--- config.mk ---
export PLATFORM = sky130hd
export DESIGN_NAME = ifr_flag_status
export DESIGN_NICKNAME = d
export VERILOG_FILES = /design/src/core/ifr_pkg.sv /design/src/core/ifr_flag_status.sv /design/src/core/ifr_edge_set.sv /design/src/core/ifr_wb_slave.sv
export VERILOG_INCLUDE_DIRS = /design/src /design/src/core
export SDC_FILE = /design/constraint.sdc
export NUM_CORES = 1
export LEC_CHECK = 0
export ABC_AREA = 1
export BUFFER_PORTS_ARGS = -buffer_cell sky130_fd_sc_hd__buf_4
export CAP_MARGIN = 10
export CORE_MARGIN = 2
export CORE_UTILIZATION = 25
export DETAILED_ROUTE_END_ITERATION = 10
export SLEW_MARGIN = 0
export SYNTH_ARGS = -nofsm -noshare
export SYNTH_HDL_FRONTEND = slang
export SYNTH_SLANG_ARGS = --single-unit
export TNS_END_PERCENT = 30
--- constraint.sdc ---
create_clock -name clk -period 3.9 [get_ports clk]
set_clock_uncertainty 0.1 [all_clocks]
set_input_delay 0.39 -clock clk [delete_from_list [all_inputs] [get_ports clk]]
set_output_delay 0.39 -clock clk [all_outputs]
set_load 0.1 [all_outputs]
--- src/core/ifr_map.svh ---
// Register offsets, field positions, reset values and counts for the flag block
`ifndef IFR_MAP_SVH
`define IFR_MAP_SVH
`define IFR_OFF_RESET_CAUSE   5'h00
`define IFR_OFF_FLAG_STATUS0  5'h04
`define IFR_OFF_IRQ_STATUS    5'h08
`define IFR_OFF_IRQ_MASK      5'h0c
`define IFR_OFF_WDOG_CTRL     5'h10
`define IFR_BIT_POWERON       0
`define IFR_BIT_BROWNOUT      1
`define IFR_CAUSE_MASK        16'h0003
`define IFR_FLAG_MASK         16'h3fef
`define IFR_FLAG_RESET        16'h0000
`define IFR_EV_FLAGSET        0
`define IFR_EV_CAUSESET       1
`define IFR_EV_MASK           2'h3
`define IFR_STRETCH_CYCLES    2
`endif

--- src/core/ifr_pkg.sv ---
// Types shared by the flag block
package ifr_pkg;
    typedef enum logic [1:0] {
        IFR_IDLE = 2'b00,
        IFR_ACK  = 2'b01,
        IFR_DONE = 2'b11
    } ifr_bus_state_type;
    typedef logic [15:0] ifr_word_type;
endpackage : ifr_pkg

--- src/core/ifr_flag_status.sv ---
// Reset-cause and interrupt flag status block with Wishbone registers
// Summary of operation
// - Brown-out reset flag reads one after a brown-out reset, else zero.
// - Power-on reset flag reads one after a power-on reset, else zero.
// - Software can set or clear each reset-cause bit independently.
// - Software setting a reset-cause bit never causes a device reset.
// - Watchdog fuse at one keeps the watchdog running; soft enable ignored.
// - Flags set on source request, reset to zero, read one until cleared.
// - Capture channel 2 flag sits at bit 5 of flag status register 0.
//
// Design decisions made here: the placing of the registers and the Wishbone register port.
`timescale 1ns/100ps
`include "ifr_map.svh"
module ifr_flag_status
    import ifr_pkg::*;
(
    input  wire logic        clk,              // System clock, 100 MHz
    input  wire logic        reset_n,          // Async reset, active low
    input  wire logic        powerOnEvent,     // Power-on reset seen, level
    input  wire logic        brownoutEvent,    // Brown-out reset seen, level
    input  wire logic        watchdogFuse,     // Watchdog fuse, 1 = unprogrammed
    input  wire logic        converterDone,    // Converter request
    input  wire logic        serialTx,         // Serial transmit request
    input  wire logic        serialRx,         // Serial receive request
    input  wire logic        spiEvent,         // SPI event request
    input  wire logic        spiFault,         // SPI fault request
    input  wire logic        timer3Req,        // Timer 3 request
    input  wire logic        timer2Req,        // Timer 2 request
    input  wire logic        compare2Req,      // Compare 2 request
    input  wire logic        capture2Req,      // Capture 2 request
    input  wire logic        timer1Req,        // Timer 1 request
    input  wire logic        compare1Req,      // Compare 1 request
    input  wire logic        capture1Req,      // Capture 1 request
    input  wire logic        external0Req,     // External 0 request
    input  wire logic        wb_cyc_i,         // Wishbone cycle
    input  wire logic        wb_stb_i,         // Wishbone strobe
    input  wire logic        wb_we_i,          // Wishbone write enable
    input  wire logic [4:0]  wb_adr_i,         // Wishbone byte address
    input  wire logic [3:0]  wb_sel_i,         // Wishbone byte selects
    input  wire logic [31:0] wb_dat_i,         // Wishbone write data
    output logic      [31:0] wb_dat_o,         // Wishbone read data
    output logic             wb_ack_o,         // Wishbone ack
    output logic             watchdogRun,      // Watchdog enabled
    output logic             irq               // Interrupt, active high level
);
    ifr_word_type resetCause;
    ifr_word_type flagStatus0;
    logic [1:0]   irqStatus;
    logic [1:0]   irqMask;
    logic         watchdogSoftEnable;
    logic         accept;
    logic         ackPulse;
    logic         wrStb;
    logic [15:0]  reqLevel;
    logic [15:0]  reqPulse;
    logic [1:0]   causePulse;
    logic [15:0]  wrMask;
    logic [15:0]  next_flag;
    logic [15:0]  next_cause;
    logic [1:0]   event_now;
    logic         wrCause;
    logic         wrFlag;
    logic         wrIrqStat;
    logic         wrIrqMask;
    logic         wrWdog;

    // Places byte-enable lanes 0 and 1 into a 16-bit write mask; lanes 2 and 3 are ignored
    function automatic logic [15:0] lane_mask(input logic [3:0] sel);
        lane_mask = {{8{sel[1]}}, {8{sel[0]}}};
    endfunction : lane_mask

    // Source vector laid out as the register so one edge detector serves all
    assign reqLevel = {
        2'b00,          // Bits 15:14 have no source
        converterDone,  // Bit 13
        serialTx,       // Bit 12
        serialRx,       // Bit 11
        spiEvent,       // Bit 10
        spiFault,       // Bit 9
        timer3Req,      // Bit 8
        timer2Req,      // Bit 7
        compare2Req,    // Bit 6
        capture2Req,    // Bit 5
        1'b0,           // Bit 4 has no source
        timer1Req,      // Bit 3
        compare1Req,    // Bit 2
        capture1Req,    // Bit 1
        external0Req    // Bit 0
    };

    ifr_edge_set #(.WIDTH(16)) u_req_edge (
        .clk     (clk),
        .reset_n (reset_n),
        .level   (reqLevel),
        .pulse   (reqPulse)
    );

    ifr_edge_set #(.WIDTH(2)) u_cause_edge (
        .clk     (clk),
        .reset_n (reset_n),
        .level   ({brownoutEvent, powerOnEvent}),
        .pulse   (causePulse)
    );

    ifr_wb_slave u_bus (
        .clk      (clk),
        .reset_n  (reset_n),
        .cyc      (wb_cyc_i),
        .stb      (wb_stb_i),
        .ackPulse (ackPulse),
        .accept   (accept)
    );

    assign wrStb  = accept && wb_we_i;
    assign wrMask = lane_mask(wb_sel_i);

    // One decode per register, shared by the write paths and the checks
    assign wrCause   = wrStb && wb_adr_i == `IFR_OFF_RESET_CAUSE;
    assign wrFlag    = wrStb && wb_adr_i == `IFR_OFF_FLAG_STATUS0;
    assign wrIrqStat = wrStb && wb_adr_i == `IFR_OFF_IRQ_STATUS;
    assign wrIrqMask = wrStb && wb_adr_i == `IFR_OFF_IRQ_MASK;
    assign wrWdog    = wrStb && wb_adr_i == `IFR_OFF_WDOG_CTRL;
    assign wb_ack_o  = ackPulse;

    // Hardware sets win over a software clear in the same cycle
    always_comb begin
        next_flag = flagStatus0;
        if (wrFlag) begin
            next_flag = (flagStatus0 & ~wrMask) | (wb_dat_i[15:0] & wrMask);
        end
        next_flag = (next_flag | reqPulse) & `IFR_FLAG_MASK;
    end

    always_comb begin
        next_cause = resetCause;
        if (wrCause) begin
            next_cause = (resetCause & ~wrMask) | (wb_dat_i[15:0] & wrMask);
        end
        next_cause[`IFR_BIT_POWERON]  = next_cause[`IFR_BIT_POWERON] | causePulse[0];
        next_cause[`IFR_BIT_BROWNOUT] = next_cause[`IFR_BIT_BROWNOUT] | causePulse[1];
        next_cause = next_cause & `IFR_CAUSE_MASK;
    end

    // Cause bits only store; nothing here feeds any reset path
    always_ff @(posedge clk or negedge reset_n) begin
        if (!reset_n) begin
            resetCause <= 16'h0000;
        end else begin
            resetCause <= next_cause;
        end
    end

    always_ff @(posedge clk or negedge reset_n) begin
        if (!reset_n) begin
            flagStatus0 <= `IFR_FLAG_RESET;
        end else begin
            flagStatus0 <= next_flag;
        end
    end

    assign event_now = {|causePulse, |reqPulse};

    always_ff @(posedge clk or negedge reset_n) begin
        if (!reset_n) begin
            irqStatus <= 2'h0;
        end else if (wrIrqStat && wb_sel_i[0]) begin
            irqStatus <= (irqStatus & ~wb_dat_i[1:0]) | event_now;
        end else begin
            irqStatus <= irqStatus | event_now;
        end
    end

    always_ff @(posedge clk or negedge reset_n) begin
        if (!reset_n) begin
            irqMask <= 2'h0;
        end else if (wrIrqMask && wb_sel_i[0]) begin
            irqMask <= wb_dat_i[1:0];
        end
    end

    always_ff @(posedge clk or negedge reset_n) begin
        if (!reset_n) begin
            watchdogSoftEnable <= 1'b0;
        end else if (wrWdog && wb_sel_i[0]) begin
            watchdogSoftEnable <= wb_dat_i[0];
        end
    end

    always_ff @(posedge clk or negedge reset_n) begin
        if (!reset_n) begin
            watchdogRun <= 1'b0;
            irq         <= 1'b0;
        end else begin
            watchdogRun <= watchdogFuse | watchdogSoftEnable;
            irq         <= |(irqStatus & irqMask);
        end
    end

    always_ff @(posedge clk or negedge reset_n) begin
        if (!reset_n) begin
            wb_dat_o <= 32'h0000_0000;
        end else begin
            wb_dat_o <= 32'h0000_0000;
            if (accept && !wb_we_i) begin
                case (wb_adr_i)
                    `IFR_OFF_RESET_CAUSE:  wb_dat_o <= {16'h0000, resetCause};
                    `IFR_OFF_FLAG_STATUS0: wb_dat_o <= {16'h0000, flagStatus0};
                    `IFR_OFF_IRQ_STATUS:   wb_dat_o <= {30'h0, irqStatus};
                    `IFR_OFF_IRQ_MASK:     wb_dat_o <= {30'h0, irqMask};
                    `IFR_OFF_WDOG_CTRL:    wb_dat_o <= {31'h0, watchdogSoftEnable};
                    default:               wb_dat_o <= 32'h0000_0000;
                endcase
            end
        end
    end

    // Status checks, plus ack and read-data checks; the one-cycle ack is checked inside the slave
    brownoutSet_a: assert property (@(posedge clk) disable iff (!reset_n)
        $rose(brownoutEvent) |=> resetCause[`IFR_BIT_BROWNOUT])
        else $error("brownout cause not latched");
    poweronSet_a: assert property (@(posedge clk) disable iff (!reset_n)
        $rose(powerOnEvent) |=> resetCause[`IFR_BIT_POWERON])
        else $error("power-on cause not latched");
    causeUnused_a: assert property (@(posedge clk) disable iff (!reset_n)
        resetCause[15:2] == 14'h0000)
        else $error("unused cause bit set");
    causeWrite_a: assert property (@(posedge clk) disable iff (!reset_n)
        wrCause && wb_sel_i[0] && !(|causePulse) |=> resetCause[1:0] == $past(wb_dat_i[1:0]))
        else $error("cause write lost");
    noSoftReset_a: assert property (@(posedge clk) disable iff (!reset_n)
        wrCause |=> {irqMask, watchdogSoftEnable} == $past({irqMask, watchdogSoftEnable}))
        else $error("cause write disturbed other state");

    fuseWatchdog_a: assert property (@(posedge clk) disable iff (!reset_n)
        watchdogFuse |=> watchdogRun)
        else $error("fuse did not force watchdog");
    wdogFollow_a: assert property (@(posedge clk) disable iff (!reset_n)
        watchdogRun == $past(watchdogFuse | watchdogSoftEnable))
        else $error("watchdog run wrong");
    softWrite_a: assert property (@(posedge clk) disable iff (!reset_n)
        wrWdog && wb_sel_i[0] |=> watchdogSoftEnable == $past(wb_dat_i[0]))
        else $error("soft enable write lost");

    flagSticky_a: assert property (@(posedge clk) disable iff (!reset_n)
        $rose(timer2Req) |=> flagStatus0[7] ##1 (flagStatus0[7] || $past(wrFlag)))
        else $error("flag not sticky");
    flagClear_a: assert property (@(posedge clk) disable iff (!reset_n)
        wrFlag && wb_sel_i[1:0] == 2'b11 && wb_dat_i[15:0] == 16'h0000 && !(|reqPulse)
        |=> flagStatus0 == 16'h0000)
        else $error("flag clear lost");
    capture2Pos_a: assert property (@(posedge clk) disable iff (!reset_n)
        $rose(capture2Req) |=> flagStatus0[5])
        else $error("capture2 flag misplaced");
    timer1Pos_a: assert property (@(posedge clk) disable iff (!reset_n)
        $rose(timer1Req) |=> flagStatus0[3])
        else $error("timer1 flag misplaced");
    timer1Write_a: assert property (@(posedge clk) disable iff (!reset_n)
        wrFlag && wb_sel_i[0] && !reqPulse[3] |=> flagStatus0[3] == $past(wb_dat_i[3]))
        else $error("timer1 flag write lost");
    zeroBits_a: assert property (@(posedge clk) disable iff (!reset_n)
        flagStatus0[15:14] == 2'b00 && !flagStatus0[4])
        else $error("unused flag bit set");
    converterPos_a: assert property (@(posedge clk) disable iff (!reset_n)
        $rose(converterDone) |=> flagStatus0[13])
        else $error("converter flag misplaced");
    spiFaultPos_a: assert property (@(posedge clk) disable iff (!reset_n)
        $rose(spiFault) |=> flagStatus0[9])
        else $error("spi fault flag misplaced");
    external0Pos_a: assert property (@(posedge clk) disable iff (!reset_n)
        $rose(external0Req) |=> flagStatus0[0])
        else $error("external0 flag misplaced");

    statusSet_a: assert property (@(posedge clk) disable iff (!reset_n)
        |reqPulse |=> irqStatus[0])
        else $error("flag event not pending");
    causeStatus_a: assert property (@(posedge clk) disable iff (!reset_n)
        |causePulse |=> irqStatus[1])
        else $error("cause event not pending");
    statusClear_a: assert property (@(posedge clk) disable iff (!reset_n)
        wrIrqStat && wb_sel_i[0] && wb_dat_i[1:0] == 2'b11 && !(|event_now)
        |=> irqStatus == 2'b00)
        else $error("pending clear lost");
    maskWrite_a: assert property (@(posedge clk) disable iff (!reset_n)
        wrIrqMask && wb_sel_i[0] |=> irqMask == $past(wb_dat_i[1:0]))
        else $error("mask write lost");
    irqLevel_a: assert property (@(posedge clk) disable iff (!reset_n)
        |(irqStatus & irqMask) |=> irq)
        else $error("irq missing");
    irqQuiet_a: assert property (@(posedge clk) disable iff (!reset_n)
        !(|(irqStatus & irqMask)) |=> !irq)
        else $error("irq without cause");

    ackAnswer_a: assert property (@(posedge clk) disable iff (!reset_n)
        accept |=> wb_ack_o)
        else $error("ack missing");
    readUpper_a: assert property (@(posedge clk) disable iff (!reset_n)
        wb_ack_o |-> wb_dat_o[31:16] == 16'h0000)
        else $error("upper read data set");

    readCover_c: cover property (@(posedge clk) accept && !wb_we_i ##1 wb_ack_o);
    writeCover_c: cover property (@(posedge clk) wrStb ##1 wb_ack_o);
    irqCover_c: cover property (@(posedge clk) $rose(irq));
    flagClearCover_c: cover property (@(posedge clk) wrFlag ##1 flagStatus0 == 16'h0000);
    fuseCover_c: cover property (@(posedge clk) $rose(watchdogFuse) ##1 watchdogRun);
endmodule : ifr_flag_status

--- src/core/ifr_edge_set.sv ---
// Turns a source request level into set pulses (rising edge) for a flag vector
`timescale 1ns/100ps
module ifr_edge_set
    import ifr_pkg::*;
#(
    parameter int WIDTH = 16
) (
    input  wire logic             clk,      // System clock
    input  wire logic             reset_n,  // Async reset, active low
    input  wire logic [WIDTH-1:0] level,    // Raw request levels
    output logic      [WIDTH-1:0] pulse     // One-cycle set pulses
);
    logic [WIDTH-1:0] prev;

    if (WIDTH < 1) begin : g_width_check
        $error("WIDTH must be positive");
    end

    always_ff @(posedge clk or negedge reset_n) begin
        if (!reset_n) begin
            prev <= '0;
        end else begin
            prev <= level;
        end
    end

    assign pulse = level & ~prev;
endmodule : ifr_edge_set

--- src/core/ifr_wb_slave.sv ---
// Classic Wishbone slave front end: one ack per access, one wait state
`timescale 1ns/100ps
module ifr_wb_slave
    import ifr_pkg::*;
(
    input  wire logic        clk,       // System clock
    input  wire logic        reset_n,   // Async reset, active low
    input  wire logic        cyc,       // Bus cycle
    input  wire logic        stb,       // Strobe
    output logic             ackPulse,  // Ack, one cycle
    output logic             accept     // Access taken this cycle
);
    ifr_bus_state_type state;

    // Access is taken in IDLE only; DONE forces one gap so ack drops between accesses
    assign accept = (state == IFR_IDLE) && cyc && stb;

    always_ff @(posedge clk or negedge reset_n) begin
        if (!reset_n) begin
            state <= IFR_IDLE;
        end else begin
            case (state)
                IFR_IDLE: state <= accept ? IFR_ACK : IFR_IDLE;
                IFR_ACK:  state <= IFR_DONE;
                IFR_DONE: state <= IFR_IDLE;
                default:  state <= IFR_IDLE;
            endcase
        end
    end

    always_ff @(posedge clk or negedge reset_n) begin
        if (!reset_n) begin
            ackPulse <= 1'b0;
        end else begin
            ackPulse <= accept;
        end
    end

    ackOnce_a: assert property (@(posedge clk) disable iff (!reset_n)
        ackPulse |=> !ackPulse) else $error("ack held two cycles");
endmodule : ifr_wb_slave

* After elaboration in Yosys (flattened, before gate mapping) *
Index checks and enable logic that the tools add are counted.

cells by class
  bitwise logic cells = 19
  eq/ne operators = 5
  reductions and logical operators = 18
  divide/modulo/power cells = 0
  mux-type cells = 7
  $lt $le $gt $ge = 0
  multipliers = 0
  $add $sub $neg = 0
  shift operators = 0

operators by type and width
  cell                                                             number
  14-bit case mux with 5 select lines                              1
  32-bit 2-to-1 mux                                                1
  14-bit AND                                                       2
  14-bit OR                                                        2
  14-bit by 16-bit AND with 16-bit output                          1
  14-bit inverter with 16-bit output                               1
  16-bit OR reduction                                              1
  14-bit 2-to-1 mux                                                1
  14-bit inverter                                                  1
  1-bit logical AND                                                12
  5-bit by 4-bit == test with 1-bit output, second input constant  2
  2-bit AND                                                        4
  2-bit OR                                                         3
  5-bit by 3-bit == test with 1-bit output, second input constant  1
  5-bit == test, second input constant                             1
  5-bit logical NOT                                                1
  2-bit 2-to-1 mux                                                 2
  2-bit inverter                                                   2
  2-bit case mux with 2 select lines                               1
  2-bit OR reduction                                               2
  1-bit OR                                                         3
  2-bit by 1-bit == test with 1-bit output, second input constant  1
  2-bit logical NOT                                                1
  1-bit logical NOT                                                1
  1-bit 2-to-1 mux                                                 1

word-level totals
  register bits = 72
  word-level logic and storage cells = 61
  memory bits (read-only) = 0
  bits in latches = 0
  output and inout port bits = 35
  memories = 0
  memory bits (writable) = 0

* Logic depth before layout (Yosys ltp) *
Gate-level depths: netlist of the first run.

  word-level depth = 7
  gate-level depth with buffers = 9
  gate-level depth less buffers = 8

* Hierarchy *
A second synthesis of the first run with hierarchy kept.

unflattened totals
  cells, all modules = 261
  area, all modules = 2446.1 sq um

modules (own cells, without submodules)
  module                        cells each  sequential area each (sq um)  area each (sq um)  instances
  ifr_flag_status               195         875.8                         1700.4             1
  ifr_edge_set at u_req_edge    48          400.4                         560.5              1
  ifr_wb_slave                  12          75.1                          115.1              1
  ifr_edge_set at u_cause_edge  6           50.0                          70.1               1

* Least setup slack after synthesis of the first run *
No wires, ideal clock.

  kind = register to output
  start point = reg irq
  end point = out irq
  arrival = 0.883 ns
  slack = 2.527 ns
  buffers on the path = 0
  stages on the path, launching flop included = 1
  cell sequence = dfrtp_1

RTL lines
  element                   line                    source
  start: declaration        ifr_flag_status.sv:44   output logic irq
  start signal: assignment  ifr_flag_status.sv:195  irq <= |(irqStatus & irqMask);

No word-level cell between the ends.

* Worst setup path after layout of the first run *
  start point = reg u_bus.state[0]
  end point = reg flagStatus0[10]

on the way
  word-level cells in the longest chain between the ends = 7

RTL lines
  element                          line                    source
  start: declaration               ifr_wb_slave.sv:13      ifr_bus_state_type state;
  start signal: assignment         ifr_wb_slave.sv:23      IFR_IDLE: state <= accept ? IFR_ACK : IFR_IDLE;
  2-bit logical NOT                ifr_wb_slave.sv:16      assign accept = (state == IFR_IDLE) && cyc && stb;
  1-bit logical AND (2 in series)  ifr_wb_slave.sv:16
  1-bit logical AND                ifr_flag_status.sv:114  assign wrStb = accept && wb_we_i;
  1-bit logical AND (no line)      n/a
  14-bit 2-to-1 mux                ifr_flag_status.sv:128  if (wrFlag) begin
  14-bit OR                        ifr_flag_status.sv:131  next_flag = (next_flag | reqPulse) & `IFR_FLAG_MASK;
  via next_flag[10]                ifr_flag_status.sv:58   logic [15:0] next_flag;
  end signal: assignment           ifr_flag_status.sv:155  flagStatus0 <= `IFR_FLAG_RESET;
  end signal: assignment           ifr_flag_status.sv:157  flagStatus0 <= next_flag;
  end: declaration                 ifr_flag_status.sv:47   ifr_word_type flagStatus0;

The timed path passes the listed nets, and every way through them passes these cells.
A chain may end at the register's enable or synchronous reset.

==> impl_metrics.yaml, run 1 <==
worst_setup_path:
  cp_cell_sequence: "nor2_2 -> nand4_4 -> nor2_4 -> nand2_2 -> nand2_1 -> nand3_1"
  arrival_ns: 1.54
  crit_path_start_kind: "register"
  max_stage_delay_ns: 0.40
  worstSetupPathType: "reg2reg"
  crit_path_max_fanout: 7
  slowest_stage: "dfrtp_1"
  r2r_cells: 6
  worstPathRequired_ns: 3.99
  worstSetupEndpointType: "register"
synth:
  synthTopCellsByArea: "dfrtp_1, nand2_1, nand3_1, buf_4, inv_1"
  synthesis.area_um2: 2355
  avgSynthCellArea_um2: 9.198
  synthArstFlopShare_pct: 100.0
  yosys_warnings: 0
  syn_inst: 256
  synth-seq-area-share_pct: 56.32
  synth_edf_count: 0
  yosysMostFrequentCell: "nand2_1"
  synthTopCellsByCount: "nand2_1, dfrtp_1, nand3_1"
  synth_ff_type: "dfrtp_1"
  synth_top_area_cell: "dfrtp_1"
  yosysTopAreaCellShare_pct: 56.32
  synth_seq_cells: 53
  ys_types: 23
floorplan:
  dieArea_um2: 10210
  fp.coreArea_um2: 9196
  die_w_um: 101.1
  chipHeight_um: 101.1
  ioPinCount: 97
  start_util_pct: 25.61
  fp-row-count: 35
placement:
  dpl.hpwl_um: 3690
  place_congestion: 0.7994
  port_buffers: 56
  placed_cell_area_um2: 2796
global_routing:
  grt_usage_pct: 9.402
  grt_pass1_wl_um: 7548
  grt_pass1_vias: 1644
  antenna_found_initial: 0
  grt_max_degree: 54
  gr-total-overflow: 0
run_status:
  failed_checks: "negative hold slack"
  status: "finished, violations left"
route:
  drt.antenna.violating_nets: 0
  drc: 0
  vias: 1682
  drtIter0Drc: 94
  wl_um: 4656
  wire_per_inst_um: 10.93
  first_pass_iters: 5
  vias_per_cell: 3.948
run:
  cap_violations: 0
clock_tree:
  path_clk_slew_ns: 0.10
  cts.repair.resized: 0
  cts_buffer_depth: 2
  cts.sinks: 53
  insertion_delay_ns: 0.31
  tritoncts: "built"
  numCtsBuffers: 5
  cts_hold_buf: 0
  post_cts_buffers: 0
  htreeDepth: 2
  cts_root_buffer: "clkbuf_8"
sta:
  finalCriticalPeriod_ns: 1.444
  worstMarginPinSlew_ns: 0.6497
  max_slew_margin_pct: 56.69
  finalHoldViolations: 5
  tns_ns: 0
  rsz0062_at_grt: "false"
  period_share_pct: 37.02
  slew_viol_final: 0
  worst_hold_slack_ns: -0.003514
  fmax_mhz: 692.6
  setup_viol_count_final: 0
power_and_ir_drop:
  fin_total_pwr_mw: 1.114
  leakage_nw: 1.502
  power_density_nw_per_um2: 386.4
  peakVddDrop_mv: 0.1270
finish:
  area_growth_pct: 22.42
  nets: 376
  diodes: 0
  layout-drive-gt1-share_pct: 24.44
  final_area_um2: 2883
worst_hold_path:
  worstHoldPathType: "in2async"
[per-layer routing]
layer	track usage, %	vias to the layer above	wire, um
li1	-	879	-
met1	11.14	740	1944
met2	14.88	57	2121
met3	4.438	6	524
met4	3.430	0	66
met5	0	-	0
[registers in the layout, summed over array words and instances (netlist names)]
name,cells
flagStatus0,13
u_req_edge.prev,13
wb_dat_o,13
irqMask,2
irqStatus,2
resetCause,2
u_bus.state,2
u_cause_edge.prev,2
irq,1
u_bus.ackPulse,1
watchdogRun,1
watchdogSoftEnable,1
[placed cells by master (no fill, tap or decap), drive strengths merged]
| cell type | synthesis | final |
|---|---|---|
| a22o | 1 | 1 |
| inv | 27 | 28 |
| nand2 | 73 | 73 |
| clkinv | 0 | 1 |
| dfrtp | 53 | 53 |
| conb | 1 | 19 |
| buf | 23 | 56 |
| clkbuf | 0 | 6 |
| nand4 | 7 | 7 |
| or2 | 1 | 1 |
| o21ai | 3 | 3 |
| nand3 | 37 | 37 |
| nor2 | 30 | 30 |
[through the flow]
step / std cells / hold slack, ns / setup slack (ns) / utilization [%]
global placement: 418 / 0.3480 / 2.337 / 30.41
finish: 426 / -0.003514 / 2.456 / 31.35
global route: 426 / 0.05566 / 2.306 / 31.35
CTS: 426 / 0.03068 / 2.417 / 31.35
detailed placement: 418 / 0.3537 / 2.306 / 30.41
floorplan: 274 / -0.005591 / 2.527 / -
[layout make-up]
type / count / area, um2
Clock inverter: 2 / 13.76
Clock buffer: 6 / 72.57
Inverter: 27 / 101.3
Timing Repair Buffer: 56 / 420.4
Sequential cell: 53 / 1326
Multi-Input combinational cell: 171 / 809.5
Fill cell: 992 / 6314
Tap cell: 111 / 138.9
[worst max-delay path: cells and delay by family (launching register included)]
kind,cells,cell delay [ns]
AND/OR/NAND/NOR,6,0.84
flip-flops,1,0.40
[report_power, final]
part	switching (mW)	internal (mW)	total, mW
registers	0.0115	0.572	0.584
clock network	0.174	0.128	0.302
logic	0.176	0.0513	0.227
[final timing paths]
path	end	slack, ns	from
worst max-delay path	flagStatus0[10]	2.46	u_bus.state[0]
worst min-delay path	u_req_edge.prev[9]	-0.004	reset_n
worst max register to register	flagStatus0[10]	2.46	u_bus.state[0]
worst min register to register	u_bus.state[1]	0.36	u_bus.state[1]
max in group asynchronous	wb_dat_o[2]	3.25	reset_n
min in group clk	u_req_edge.prev[9]	0.09	spiFault
[cell families after synthesis]
logic type             count (synthesis)  share of synthesized area [%]
AND/OR/NAND/NOR                      148                          30.34
flip-flops                            53                          56.32
other                                  1                         0.1593
buffers and inverters                 50                          12.17
AO/OA/AOI/OAI                          4                          1.009
No activity file was read; power rests on OpenSTA's default activity.
==> inputs of run 2 (changes only) <==
--- a/config.mk
+++ b/config.mk
@@ -6,7 +6,7 @@
 export SDC_FILE = /design/constraint.sdc
 export NUM_CORES = 1
 export LEC_CHECK = 0
-export ABC_AREA = 1
+export ABC_AREA = 0
 export BUFFER_PORTS_ARGS = -buffer_cell sky130_fd_sc_hd__buf_4
 export CAP_MARGIN = 10
 export CORE_MARGIN = 2
==> constraint.sdc (replaced) <==
create_clock -name clk -period 1.4 [get_ports clk]
set_clock_uncertainty 0.1 [all_clocks]
set_input_delay 0.14 -clock clk [delete_from_list [all_inputs] [get_ports clk]]
set_output_delay 0.14 -clock clk [all_outputs]
set_load 0.1 [all_outputs]
==> impl_metrics.yaml, run 2 <==
run_status:
  status: "finished, violations left"
  failed_checks: "negative setup slack"
worst_setup_path:
  path_delay_family: "flip-flops"
  cp_cell_sequence: "nand4bb_1 -> buf_6 -> inv_2 -> nand3_4 -> buf_4 -> o31ai_2 -> nand3_1"
  cp.buffers_inverters: 3
  max_stage_delay_ns: 0.38
  crit_path_start_kind: "register"
  worstSetupEndpointType: "register"
  worstSetupPathType: "reg2reg"
  crit_path_max_fanout: 7
  worstPathRequired_ns: 1.48
  arrival_ns: 1.67
  slowest_stage: "dfrtp_1"
route:
  first_pass_iters: 4
  wl_um: 5045
  drtIter0Drc: 56
  vias: 1627
  wire_per_inst_um: 12.84
  drc: 0
  drt.antenna.violating_nets: 0
  vias_per_cell: 4.140
finish:
  fill_cells: 863
  diodes: 0
  final_core_util_pct: 38.53
  nets: 346
  mostFrequentLayoutCell: "buf_4"
  reg_top3: "flagStatus0 x13, u_req_edge.prev x13, wb_dat_o x13"
  layout-drive-gt1-share_pct: 37.54
  final_area_um2: 3327
  area_growth_pct: 50.82
  final_cell_mix: "buf_4, dfrtp_1, dlygate4sd3_1, conb_1"
clock_tree:
  cts_buffer_depth: 2
  tritoncts: "built"
  path_clk_slew_ns: 0.09
  cts_root_buffer: "clkbuf_8"
  cts.sinks: 53
  numCtsBuffers: 5
  insertion_delay_ns: 0.30
  htreeDepth: 2
sta:
  setup_slack_ns: -0.1840
  fmax_mhz: 631.3
  worst_hold_slack_ns: 0.08052
  finalHoldViolations: 0
  finalCriticalPeriod_ns: 1.584
  setup_viol_count_final: 31
  period_share_pct: 113.1
  slew_viol_final: 0
  rsz0062_at_grt: "true"
synth:
  synth_ff_type: "dfrtp_1"
  synth_edf_count: 0
  yosys.area_share.xor_xnor_pct: 0
  synthMuxAreaShare_pct: 5.729
  synth-seq-area-share_pct: 60.12
  synth_seq_cells: 53
  yosysTopAreaCellShare_pct: 60.12
  yosysMostFrequentCell: "dfrtp_1"
  syn_inst: 180
  synthesis.area_um2: 2206
  synthTopCellsByCount: "dfrtp_1, buf_4, and2_1, nor2b_1, nand2_1"
  avgSynthCellArea_um2: 12.25
  synth_top_area_cell: "dfrtp_1"
  synth_top_family_by_area: "simple AND/OR/NAND/NOR gates"
  ys_types: 33
  synth_compound_area_share_pct: 6.523
  yosys.area_share.simple_pct: 18.94
  yosys_warnings: 0
  synthTopCellsByArea: "dfrtp_1, buf_4, mux2i_1, and2_1, nor2b_1"
  yosys.area_share.adder_pct: 0
  synthArstFlopShare_pct: 100.0
floorplan:
  die_w_um: 97.94
  start_util_pct: 25.54
  chipHeight_um: 97.94
  fp.coreArea_um2: 8636
  ioPinCount: 97
  dieArea_um2: 9591
  fp-row-count: 34
placement:
  port_buffers: 56
  placed_cell_area_um2: 2814
  dpl.hpwl_um: 3775
  place_congestion: 0.8111
worst_hold_path:
  worstHoldPathType: "in2reg"
global_routing:
  antenna_found_initial: 0
  gr-total-overflow: 0
  grt_pass1_vias: 1736
  grt_usage_pct: 10.98
  grt_pass1_wl_um: 8376
  grt_max_degree: 31
run:
  cap_violations: 0
power_and_ir_drop:
  power_density_nw_per_um2: 1071
  leakage_nw: 1.529
  peakVddDrop_mv: 0.3751
-- run 2: cell types whose count changed after synthesis, moves of 11 or more --
cell,change
nor2_1,-20
nor2b_1,+11
nand3_1,-30
nand2_1,-61
inv_1,-21
and2_1,+11
-- run 2: worst register-to-register path, cell delays in order, from the launching register on --
cell and delay [ns]:
dfrtp_1 0.38, nand4bb_1 0.20, buf_6 0.17, inv_2 0.08, nand3_4 0.08, buf_4 0.14
o31ai_2 0.22, nand3_1 0.10
-- run 2: kinds of logic after synthesis --
group / Yosys count
simple gates: 70
flops: 53
buf+inv: 28
compound gates: 17
mux: 11
other cells: 1
-- run 2: layer usage --
layer	global-route usage, %	vias up	routed length, um
met2	19.07	47	2571
met5	0	-	0
met4	2.244	0	15
met1	13.19	784	2174
li1	-	794	-
met3	3.865	2	283
-- run 2: timing repair --
action / CTS / global route
pin swaps: 21 / 0
endpoints found under the hold margin: 82 / 0
hold buffers: 27 / 0
resized for setup: 20 / 0
endpoints found under the setup margin: 31 / 33
setup buffers: 1 / 0
-- run 2: layout make-up --
type	count	area, um2	share of cell area, %
flip-flops and latches	53	1326	39.86
repair buffers	103	864.6	25.99
multi-input cells	117	852.1	25.61
well taps	108	135.1	4.062
clock buffers	5	68.82	2.068
clock inverters	3	65.06	1.956
inverters	4	15.01	0.4513
-- run 2: final timing paths --
check	slack [ns]	endpoint	cells past startpoint	from
hold / removal	0.08	wb_dat_o[0]	4	wb_adr_i[0]
setup / recovery	-0.18	flagStatus0[7]	7	u_bus.state[0]
max in group asynchronous	0.57	u_req_edge.prev[9]	3	reset_n
min in group asynchronous	0.17	wb_dat_o[11]	2	reset_n
setup reg to reg	-0.18	flagStatus0[7]	7	u_bus.state[0]
hold reg to reg	0.33	u_bus.state[1]	1	u_bus.state[1]
-- run 2: power by group --
part           internal, mW  switching (mW)
combinational         0.253           0.491
sequential             1.60          0.0229
clock                 0.710           0.491
total                  2.56            1.00
-- run 2: per-stage QoR --
step | TNS [ns] | setup WS, ns | total power [mW] | cells
CTS | -3.945 | -0.1900 | 3.602 | 393
floorplan | -4.708 | -0.2854 | 2.121 | 198
detailed placement | -9.392 | -0.3751 | 2.305 | 357
global placement | -9.070 | -0.3514 | 2.299 | 357
finish | -3.509 | -0.1840 | 3.564 | 393
global route | -6.110 | -0.2766 | 3.731 | 393
